$ cat src/rtl/gpio_cn_pkg.sv
// constants and types for the gpio port with change notification
// assumes a single 100 MHz clock and a plain register access port
package gpio_cn_pkg;

  // ==========================================================
  // geometry
  localparam int PORT_W_DEF  = 16;
  localparam int NPORT_DEF   = 2;
  localparam int SYNC_STAGES = 3;

  // ==========================================================
  // register selects on the access port
  typedef enum logic [3:0] {
    SEL_DIRECTION   = 4'h0,
    SEL_LATCH       = 4'h1,
    SEL_LEVEL       = 4'h2,
    SEL_OPEN_DRAIN  = 4'h3,
    SEL_ANALOG      = 4'h4,
    SEL_CN_CONTROL  = 4'h5,
    SEL_CN_EN_ZERO  = 4'h6,
    SEL_CN_EN_ONE   = 4'h7,
    SEL_CN_STATUS   = 4'h8
  } reg_sel_t;

  // access operation: base register or one of its aliases
  typedef enum logic [1:0] {
    OP_BASE = 2'h0,
    OP_CLR  = 2'h1,
    OP_SET  = 2'h2,
    OP_INV  = 2'h3
  } op_t;

  // ==========================================================
  // control field positions
  localparam int CN_ON_BIT    = 15;
  localparam int CN_STYLE_BIT = 11;

  // ==========================================================
  // reset values
  localparam logic [15:0] DIR_RST    = 16'hffff;
  localparam logic [15:0] ANALOG_RST = 16'hffff;
  localparam logic [15:0] ZERO_RST   = 16'h0000;

endpackage

$ cat src/rtl/gpio_port_change_notify.sv
// gpio ports with aliases, merging, open drain, analog select and change notice
// assumes pins from outside the ref_clk domain and a same-clock access port
`timescale 1ns/1ps

module gpio_port_change_notify
  import gpio_cn_pkg::*;
#(
  parameter int PORT_W = PORT_W_DEF,
  parameter int NPORT  = NPORT_DEF
) (
  input  wire logic                                 ref_clk,
  input  wire logic                                 rst,
  input  wire logic                                 wr_en,
  input  wire logic [((NPORT > 1) ? $clog2(NPORT) : 1)-1:0] wr_port,
  input  wire reg_sel_t                             wr_sel,
  input  wire op_t                                  wr_op,
  input  wire logic [2*PORT_W-1:0]                  wr_data,
  input  wire logic                                 rd_en,
  input  wire logic [((NPORT > 1) ? $clog2(NPORT) : 1)-1:0] rd_port,
  input  wire reg_sel_t                             rd_sel,
  input  wire op_t                                  rd_op,
  output logic      [2*PORT_W-1:0]                  rd_data,
  output logic                                      rd_valid,
  input  wire logic [NPORT-1:0]                     port_merge_enable,
  input  wire logic [NPORT-1:0][PORT_W-1:0]         pin_in,
  output logic      [NPORT-1:0][PORT_W-1:0]         pin_out,
  output logic      [NPORT-1:0][PORT_W-1:0]         pin_oe_n,
  output logic      [NPORT-1:0]                     change_notice_irq
);

  localparam int PI_W = (NPORT > 1) ? $clog2(NPORT) : 1;

  // ==========================================================
  // state
  logic [NPORT-1:0][PORT_W-1:0] dir_r;
  logic [NPORT-1:0][PORT_W-1:0] lat_r;
  logic [NPORT-1:0][PORT_W-1:0] odc_r;
  logic [NPORT-1:0][PORT_W-1:0] ansel_r;
  logic [NPORT-1:0][PORT_W-1:0] cncon_r;
  logic [NPORT-1:0][PORT_W-1:0] cnen0_r;
  logic [NPORT-1:0][PORT_W-1:0] cnen1_r;
  logic [NPORT-1:0][PORT_W-1:0] cnstat_r;
  logic [NPORT-1:0][PORT_W-1:0] last_read_r;
  logic [NPORT-1:0][PORT_W-1:0] prev_r;
  logic [NPORT-1:0][PORT_W-1:0] sync1_r;
  logic [NPORT-1:0][PORT_W-1:0] sync2_r;
  logic [NPORT-1:0][PORT_W-1:0] sync3_r;
  logic [NPORT-1:0][PORT_W-1:0] wr_val;
  logic [NPORT-1:0]             wr_port_hit;
  logic [NPORT-1:0]             rd_port_hit;
  logic [NPORT-1:0][PORT_W-1:0] event_bits;
  logic [2*PORT_W-1:0]          rd_data_nxt;

  // ==========================================================
  // alias operation
  // alias bit ops
  function automatic logic [PORT_W-1:0] apply_op(input logic [PORT_W-1:0] base,
                                                 input logic [PORT_W-1:0] data,
                                                 input op_t op);
    logic [PORT_W-1:0] res;
    res = base;
    case (op)
      OP_BASE: res = data;
      OP_CLR:  res = base & ~data;
      OP_SET:  res = base | data;
      OP_INV:  res = base ^ data;
      default: res = base;
    endcase
    return res;
  endfunction

  // ==========================================================
  // port addressing, shared by write and read
  // merged upper half
  function automatic logic port_hit(input logic [PI_W-1:0] idx, input int q,
                                    input logic [NPORT-1:0] merge);
    logic hit;
    hit = (idx == PI_W'(q));
    if (q > 0) begin
      if (merge[q-1] && (idx == PI_W'(q-1))) begin
        hit = 1'b1;
      end
    end
    return hit;
  endfunction

  function automatic logic upper_half(input logic [PI_W-1:0] idx, input int q);
    return (q > 0) && (idx == PI_W'(q-1));
  endfunction

  // ==========================================================
  // write select decode
  function automatic logic wr_to(input int q, input reg_sel_t sel);
    return wr_port_hit[q] && (wr_sel == sel);
  endfunction

  // ==========================================================
  // pin synchroniser
  // three stage sync
  always_ff @(posedge ref_clk) begin
    if (rst) begin
      sync1_r <= '0;
      sync2_r <= '0;
      sync3_r <= '0;
      prev_r  <= '0;
    end else begin
      sync1_r <= pin_in;
      sync2_r <= sync1_r;
      sync3_r <= sync2_r;
      prev_r  <= sync3_r;
    end
  end

  // ==========================================================
  // per port write decode and change events
  genvar gp;
  generate
    for (gp = 0; gp < NPORT; gp++) begin : g_port
      logic              on;
      logic              style;
      logic [PORT_W-1:0] rise;
      logic [PORT_W-1:0] fall;
      logic [PORT_W-1:0] mismatch;
      assign wr_port_hit[gp] = wr_en && port_hit(wr_port, gp, port_merge_enable);
      assign rd_port_hit[gp] = rd_en && port_hit(rd_port, gp, port_merge_enable);
      assign wr_val[gp]      = upper_half(wr_port, gp) ? wr_data[2*PORT_W-1:PORT_W]
                                                       : wr_data[PORT_W-1:0];
      assign on              = cncon_r[gp][CN_ON_BIT];
      assign style           = cncon_r[gp][CN_STYLE_BIT];
      // edge and mismatch terms
      assign rise            = sync3_r[gp] & ~prev_r[gp];
      assign fall            = ~sync3_r[gp] & prev_r[gp];
      assign mismatch        = sync3_r[gp] ^ last_read_r[gp];
      assign event_bits[gp] = !on ? '0 :
        (!style ? (cnen0_r[gp] & mismatch)
                : ((cnen0_r[gp] & rise) |
                   (cnen1_r[gp] & fall)));
      assign change_notice_irq[gp] = on && (|cnstat_r[gp]);
      assign pin_out[gp]  = lat_r[gp] & ~odc_r[gp];
      assign pin_oe_n[gp] = dir_r[gp] | (odc_r[gp] & lat_r[gp]);
    end
  endgenerate

  // ==========================================================
  // configuration registers
  // inputs after reset
  always_ff @(posedge ref_clk) begin
    if (rst) begin
      dir_r <= {NPORT{DIR_RST}};
    end else begin
      for (int q = 0; q < NPORT; q++) begin
        if (wr_to(q, SEL_DIRECTION)) begin
          dir_r[q] <= apply_op(dir_r[q], wr_val[q], wr_op);
        end
      end
    end
  end

  always_ff @(posedge ref_clk) begin
    if (rst) begin
      lat_r <= {NPORT{ZERO_RST}};
    end else begin
      for (int q = 0; q < NPORT; q++) begin
        if (wr_to(q, SEL_LATCH) || wr_to(q, SEL_LEVEL)) begin
          lat_r[q] <= apply_op(lat_r[q], wr_val[q], wr_op);
        end
      end
    end
  end

  always_ff @(posedge ref_clk) begin
    if (rst) begin
      odc_r <= {NPORT{ZERO_RST}};
    end else begin
      for (int q = 0; q < NPORT; q++) begin
        if (wr_to(q, SEL_OPEN_DRAIN)) begin
          odc_r[q] <= apply_op(odc_r[q], wr_val[q], wr_op);
        end
      end
    end
  end

  always_ff @(posedge ref_clk) begin
    if (rst) begin
      ansel_r <= {NPORT{ANALOG_RST}};
    end else begin
      for (int q = 0; q < NPORT; q++) begin
        if (wr_to(q, SEL_ANALOG)) begin
          ansel_r[q] <= apply_op(ansel_r[q], wr_val[q], wr_op);
        end
      end
    end
  end

  always_ff @(posedge ref_clk) begin
    if (rst) begin
      cncon_r <= {NPORT{ZERO_RST}};
      cnen0_r <= {NPORT{ZERO_RST}};
      cnen1_r <= {NPORT{ZERO_RST}};
    end else begin
      for (int q = 0; q < NPORT; q++) begin
        if (wr_to(q, SEL_CN_CONTROL)) begin
          cncon_r[q] <= apply_op(cncon_r[q], wr_val[q], wr_op);
        end
        if (wr_to(q, SEL_CN_EN_ZERO)) begin
          cnen0_r[q] <= apply_op(cnen0_r[q], wr_val[q], wr_op);
        end
        if (wr_to(q, SEL_CN_EN_ONE)) begin
          cnen1_r[q] <= apply_op(cnen1_r[q], wr_val[q], wr_op);
        end
      end
    end
  end

  // ==========================================================
  // change status flags
  // sticky flag, set wins
  always_ff @(posedge ref_clk) begin
    if (rst) begin
      cnstat_r <= {NPORT{ZERO_RST}};
    end else begin
      for (int q = 0; q < NPORT; q++) begin
        if (wr_to(q, SEL_CN_STATUS)) begin
          cnstat_r[q] <= apply_op(cnstat_r[q], wr_val[q], wr_op) | event_bits[q];
        end else begin
          cnstat_r[q] <= cnstat_r[q] | event_bits[q];
        end
      end
    end
  end

  always_ff @(posedge ref_clk) begin
    if (rst) begin
      last_read_r <= {NPORT{ZERO_RST}};
    end else begin
      for (int q = 0; q < NPORT; q++) begin
        if (rd_port_hit[q] && rd_sel == SEL_LEVEL && rd_op == OP_BASE) begin
          last_read_r[q] <= sync3_r[q];
        end
      end
    end
  end

  // ==========================================================
  // read path
  function automatic logic [PORT_W-1:0] reg_value(input int q, input reg_sel_t sel);
    logic [PORT_W-1:0] v;
    v = '0;
    if (sel == SEL_DIRECTION) begin
      v = dir_r[q];
    end else if (sel == SEL_LATCH) begin
      v = lat_r[q];
    end else if (sel == SEL_LEVEL) begin
      v = sync3_r[q] & ~ansel_r[q];
    end else if (sel == SEL_OPEN_DRAIN) begin
      v = odc_r[q];
    end else if (sel == SEL_ANALOG) begin
      v = ansel_r[q];
    end else if (sel == SEL_CN_CONTROL) begin
      v = cncon_r[q];
    end else if (sel == SEL_CN_EN_ZERO) begin
      v = cnen0_r[q];
    end else if (sel == SEL_CN_EN_ONE) begin
      v = cnen1_r[q];
    end else if (sel == SEL_CN_STATUS) begin
      v = cnstat_r[q];
    end
    return v;
  endfunction

  always_comb begin
    rd_data_nxt = '0;
    for (int q = 0; q < NPORT; q++) begin
      if (rd_port == PI_W'(q)) begin
        rd_data_nxt[PORT_W-1:0] = reg_value(q, rd_sel);
        if ((q + 1 < NPORT) && port_merge_enable[q]) begin
          rd_data_nxt[2*PORT_W-1:PORT_W] = reg_value(q + 1, rd_sel);
        end
      end
    end
    if (rd_op != OP_BASE) begin
      rd_data_nxt = '0;
    end
  end

  always_ff @(posedge ref_clk) begin
    if (rst) begin
      rd_data  <= '0;
      rd_valid <= 1'b0;
    end else begin
      rd_valid <= rd_en;
      if (rd_en) begin
        rd_data <= rd_data_nxt;
      end
    end
  end

endmodule

$ cat config.mk
export PLATFORM = sky130hd
export DESIGN_NAME = gpio_port_change_notify
export DESIGN_NICKNAME = d
export VERILOG_FILES = /design/src/rtl/gpio_cn_pkg.sv /design/src/rtl/gpio_port_change_notify.sv
export SDC_FILE = /design/constraint.sdc
export NUM_CORES = 1
export LEC_CHECK = 0
export ABC_AREA = 1
export BUFFER_PORTS_ARGS = -buffer_cell sky130_fd_sc_hd__buf_2
export CAP_MARGIN = 15
export CORE_ASPECT_RATIO = 0.8
export CORE_MARGIN = 5
export CORE_UTILIZATION = 35
export DETAILED_ROUTE_END_ITERATION = 7
export SLEW_MARGIN = 20
export SYNTH_ARGS = -nofsm -noshare
export SYNTH_HDL_FRONTEND = slang
export SYNTH_SLANG_ARGS = --single-unit
$ cat constraint.sdc
create_clock -name ref_clk -period 3.2 [get_ports ref_clk]
set_input_delay 0.32 -clock ref_clk [delete_from_list [all_inputs] [get_ports ref_clk]]
set_output_delay 0.32 -clock ref_clk [all_outputs]
set_load 0.02 [all_outputs]
Yosys cells after proc, flatten, opt, wreduce, memory -nomap -nowiden --
Cells that the tools add are included.
Storage, ports and cells: word-level logic and storage cells 223, register bits after elaboration 449, bits of input ports 84, output and inout port bits 99
Cells by class: eq/ne operators 19, reductions and logical operators 39, multiplexer cells 51, bitwise operators 86
Operators with widths (number):
- 16-bit one-hot mux with 4 select lines | 16
- 16-bit bitwise AND | 32
- 16-bit two-way mux | 31
- 16-bit OR | 24
- 16-bit XOR | 18
- 16-bit inverter | 10
- 32-bit two-way mux | 2
- 4-bit by 3-bit == test with 1-bit output (second input constant) | 8
- 16-bit OR reduction | 2
- 1-bit logical AND | 30
- 4-bit by 2-bit == test with 1-bit output (second input constant) | 4
- 4-bit by 1-bit == test with 1-bit output (second input constant) | 2
- 4-bit == test (second input constant) | 2
- 4-bit logical NOT | 2
- 2-bit == test (second input constant) | 2
- 2-bit logical NOT | 2
- 2-bit by 1-bit == test with 1-bit output (second input constant) | 1
- 1-bit logical OR | 2
- 1-bit two-way mux | 2
- 1-bit inverter | 2
- 2-bit nonzero test | 1

Longest topological paths before layout --
depth after elaboration 14, depth in mapped cells 15, gate-level depth less buffers 15

Worst setup path after synthesis --
No wires, ideal clock.
kind input-to-reg, from input wr_port, to register cnstat_r[27] (netlist name), data required time 3.068 ns, arrival time 2.618 ns, cell stages on the path 7, slack 0.450 ns, cell sequence clkbuf_1 > clkbuf_1 > o21ai_0 > ha_1 > a22o_1 > o31ai_1 > a31oi_1
On the way: word-level cells in the longest chain between the ends 8
RTL lines:
- from (decl) | RTL line gpio_port_change_notify.sv:14 | input wire logic [((NPORT > 1) ? $clog2(NPORT) : 1)-1:0] wr_port,
- 16-bit two-way mux | RTL line gpio_port_change_notify.sv:126 | assign wr_val[gp] = upper_half(wr_port, gp) ? wr_data[2*PORT_W-1:PORT_W]
- 16-bit inverter | RTL line gpio_port_change_notify.sv:64 | OP_CLR: res = base & ~data;
- 16-bit bitwise AND | RTL line gpio_port_change_notify.sv:64
- 16-bit one-hot mux with 4 select lines | RTL line gpio_port_change_notify.sv:62 | case (op)
- 16-bit two-way mux | RTL line gpio_port_change_notify.sv:223 | if (wr_to(q, SEL_CN_STATUS)) begin
- 16-bit two-way mux | RTL line gpio_port_change_notify.sv:219 | if (rst) begin
- 16-bit OR | RTL line gpio_port_change_notify.sv:224 | cnstat_r[q] <= apply_op(cnstat_r[q], wr_val[q], wr_op) | event_bits[q];
- 16-bit two-way mux (*) | RTL line gpio_port_change_notify.sv:223
- to (signal assigned) | RTL line gpio_port_change_notify.sv:220 | cnstat_r <= {NPORT{ZERO_RST}};
- to (signal, indexed assignment) | RTL line gpio_port_change_notify.sv:224
- to (signal, indexed assignment) | RTL line gpio_port_change_notify.sv:226 | cnstat_r[q] <= cnstat_r[q] | event_bits[q];
- to (decl) | RTL line gpio_port_change_notify.sv:42 | logic [NPORT-1:0][PORT_W-1:0] cnstat_r;
Mark *: on every way between the ends. The rest lies on a longest branch, timed or not. The select of a mux whose other input is x is not followed. A chain may end at the register's enable or synchronous reset.

Worst setup path after layout --
from register cnstat_r[23] (netlist name), to output change_notice_irq[1]
On the way: word-level cells in the longest chain between the ends 2
RTL lines:
- 16-bit OR reduction | RTL line gpio_port_change_notify.sv:138 | assign change_notice_irq[gp] = on && (|cnstat_r[gp]);
- 1-bit logical AND | RTL line gpio_port_change_notify.sv:138
- to (decl) | RTL line gpio_port_change_notify.sv:28 | output logic [NPORT-1:0] change_notice_irq
Every way passes these cells.

==> flow_metrics.py <==
metrics = {
    "pwr": {
        "cellLeakagePower_nw": 15.2,
        "p_int_mw": 10.3,
        "post-layout-total-power_mw": 14.4,
        "clkPwrFrac": 0.461,
        "p_seq_frac": 0.404,
        "switching_fraction": 0.284,
        "highest_ir_drop_seen_on_vdd_uv": 397,
        "power_density_of_the_placed_cells_nw_per_um2": 411,
        "p_comb_frac": 0.135,
        "power.switching_mw": 4.08,
    },
    "synthesis": {
        "synth.yosys.seq_area_share": 0.298,
        "synth_cells": 4027,
        "synthesis.nets": 4623,
        "postSynthRegisterBits": 449,
        "yosys.cell_types.count": 39,
        "postSynth.topFlopCell": "sky130_fd_sc_hd__dfxtp_1",
        "synth-edff-count": 0,
        "netlist.area_leader.share": 0.298,
        "asyncSetResetFlopFracSynth": 0,
        "synth.largest_area_cell": "sky130_fd_sc_hd__dfxtp_1",
        "syn_avg_cell_area_um2": 7.50,
        "syn-cell-area_um2": 30200,
        "yosys_warns": 0,
        "synth_area_leaders": "sky130_fd_sc_hd__dfxtp_1, sky130_fd_sc_hd__ha_1, sky130_fd_sc_hd__nand2_1",
    },
    "floorplanning": {
        "die_y_um": 273,
        "start_util": 0.353,
        "die-width_um": 338,
        "design.core.area_um2": 85600,
        "io-pin-count": 183,
        "floorplan.die_area_um2": 92300,
        "placementRows": 96,
    },
    "routing": {
        "vias": 29600,
        "maxUsedRoutingLayer": "met5",
        "finalWirelength_um": 113000,
        "post_drt_wl_per_cell_um": 21.1,
        "met3_wirelength_um": 11900,
        "residual_drc": 0,
        "wl_met1_um": 53200,
        "route.met2.wl_um": 44900,
        "detail-route-antenna-nets": 0,
        "drt-initial-drc-count": 3179,
        "viasPerCell": 5.55,
        "detail_route.first_pass.iterations": 6,
    },
    "worst_hold_path": {
        "hold-path-cell-count": 6,
        "worst_hold_path.endpoint": "rd_data[2]$_SDFFE_PP0P_",
        "worstHoldStart": "rd_port",
        "hp-class": "input pin to register",
    },
    "final_layout": {
        "area_growth_syn_to_layout_pct": 15.8,
        "area.sequential_um2": 8990,
        "fillCellCount": 8796,
        "mostFrequentLayoutCell": "sky130_fd_sc_hd__nand2_1",
        "leading_cell_types_in_the_layout_fill_and_taps_excluded": "sky130_fd_sc_hd__nand2_1, sky130_fd_sc_hd__ha_1, sky130_fd_sc_hd__inv_1, sky130_fd_sc_hd__nor2_1, sky130_fd_sc_hd__dfxtp_1",
        "final_design_area_no_fill_um2": 35000,
        "multiInputGateArea_um2": 18400,
        "net_count_of_the_finished_layout": 4767,
        "post_route_cells_drive_above_1_share": 0.103,
    },
    "critical_path": {
        "timing_worst_setup_path_type": "register to primary output",
        "cp_max_fo": 5,
        "cp_data_arrival_time_ns": 2.34,
        "worstPathRequired_ns": 2.88,
        "timing.reg2reg.setup_slack_ns": 1.39,
        "r2r-end": "rd_data[15]$_SDFFE_PP0P_",
        "timing.critical_path.from": "cnstat_r[23]$_SDFF_PP0_",
        "launching_point_of_the_worst_reg2reg_path": "cncon_r[31]$_SDFFE_PP0P_",
        "startpoint_type": "register",
        "endpoint_class_of_the_critical_path": "primary output",
        "worst-r2r-cell-count": 9,
    },
    "global_route": {
        "grt_overflow": 0,
        "grt_start_max_net_pins": 117,
        "number_of_global_route_vias_before_repair": 27100,
        "grt_antenna_before_repair": 5,
        "grt_pass1_wl_um": 171000,
        "global_route.usage.total": 0.235,
    },
    "clock_tree": {
        "cts_resizes": 0,
        "tritoncts": "yes",
        "worst_setup_hold_path_clk_slew_ns": 0.06,
        "cts_root_buffer": "sky130_fd_sc_hd__clkbuf_16",
        "worst_skew_pair.late_latency_ns": 0.64,
        "hold_buffers": 32,
        "cts_made_buffers": 53,
        "post_cts.repair.setup_buffers": 0,
        "h-tree-depth": 2,
        "clock_tree.buffer_depth": 3,
        "clkSinkCount": 449,
    },
    "run": {
        "drv_cap": 0,
    },
    "placed_design": {
        "gp_congestion": 0.849,
        "placement.io_buffers": 181,
        "post_dp_cell_area_um2": 32800,
        "post-dp-hpwl_um": 75600,
    },
    "outcome": {
        "outcome": "completed",
    },
    "timing": {
        "period_share": 0.832,
        "max_freq_mhz": 375,
        "timing_hold_violations_final": 0,
        "max_slew.worst_pin.slew_ns": 0.965,
        "final-setup-viol-count": 0,
        "setup-tns-final_ns": 0,
        "maxSlewHeadroom": 0.350,
        "final-max-slew-violation-count": 0,
        "finalWorstPathRequiredPeriod_ns": 2.66,
        "setup_repair_after_global_routing_missed_its_margin": "false",
        "skew_ns": 0.0509,
    },
}
## per-stage QoR
step | utilization | hold WS (ns) | setup slack, ns | std cells
detailed placement | 0.383 | 0.395 | 0.717 | 5211
floorplan | - | 0.388 | 0.450 | 4027
global route | 0.408 | 0.154 | 0.473 | 5339
global placement | 0.383 | 0.391 | 0.726 | 5211
finish | 0.408 | 0.111 | 0.537 | 5340
CTS | 0.408 | 0.0567 | 0.529 | 5339
## critical path, stage by stage (launching register included)
cell,delay [ns]
sky130_fd_sc_hd__dfxtp_1,0.35
sky130_fd_sc_hd__nor4_1,0.70
sky130_fd_sc_hd__a41oi_1,0.38
sky130_fd_sc_hd__buf_2,0.26
## registers in the layout, summed over array words and instances, names as in the netlist
register,count
ansel_r,32
prev_r,32
sync3_r,32
dir_r,32
lat_r,32
sync1_r,32
odc_r,32
rd_data,32
cnen0_r,32
rd_valid,1
cnen1_r,32
last_read_r,32
cnstat_r,32
sync2_r,32
cncon_r,32
## metal layers
layer / GRT usage / up-vias
met1: 0.357 / 14000
met5: 0 / -
met4: 0.0591 / 2
met2: 0.341 / 1435
li1: - / 14100
met3: 0.0432 / 177
## cell usage after synthesis, types with 8 or more instances
cell / number
sky130_fd_sc_hd__dfxtp_1: 449
sky130_fd_sc_hd__o21ai_1: 8
sky130_fd_sc_hd__nor2_1: 470
sky130_fd_sc_hd__a221oi_1: 140
sky130_fd_sc_hd__o311ai_0: 32
sky130_fd_sc_hd__o211ai_1: 143
sky130_fd_sc_hd__buf_2: 40
sky130_fd_sc_hd__buf_1: 11
sky130_fd_sc_hd__xnor2_1: 32
sky130_fd_sc_hd__nand4_1: 23
sky130_fd_sc_hd__nand3_1: 194
sky130_fd_sc_hd__a31oi_1: 173
sky130_fd_sc_hd__nor3_1: 9
sky130_fd_sc_hd__nor4_1: 8
sky130_fd_sc_hd__inv_1: 505
sky130_fd_sc_hd__o31ai_1: 19
sky130_fd_sc_hd__clkbuf_1: 189
sky130_fd_sc_hd__o21ai_0: 385
sky130_fd_sc_hd__ha_1: 512
sky130_fd_sc_hd__a211oi_1: 32
sky130_fd_sc_hd__a21oi_1: 100
sky130_fd_sc_hd__nand2_1: 514
## logic make-up after synthesis
group | synth area share
AND/OR/NAND/NOR | 0.167
AO/OA/AOI/OAI | 0.218
buffers and inverters | 0.0961
adder cells (fa/ha/maj) | 0.212
flip-flops | 0.298
XOR/XNOR | 0.00928
## power by group through the flow
stage	logic [mW]	registers, mW	clock network [mW]
after floorplan	1.15	5.89	0
after global placement	1.83	5.92	0
after detailed placement	1.87	5.93	0
after CTS	1.91	5.80	6.75
after global routing	2.14	5.82	6.97
final	1.94	5.80	6.62
## layout make-up
class | instances | area share
Sequential cell | 449 | 0.257
Inverter | 516 | 0.0559
Tap cell | 1127 | 0.0403
Clock inverter | 19 | 0.00791
Antenna cell | 1 | 0.0000715
Multi-Input combinational cell | 2820 | 0.526
Timing Repair Buffer | 331 | 0.0674
Clock buffer | 77 | 0.0457
## worst max-delay path by stage
stage,to,slack (ns),cells past startpoint
2_1_floorplan,cnstat_r[27]$_SDFF_PP0_,0.45,7
3_3_place_gp,rd_data[19]$_SDFFE_PP0P_,0.73,14
3_5_place_dp,rd_data[6]$_SDFFE_PP0P_,0.72,11
4_1_cts,change_notice_irq[0],0.53,3
5_1_grt,change_notice_irq[0],0.47,3
6_report,change_notice_irq[1],0.54,3
Power figures use the tool's default switching activity.
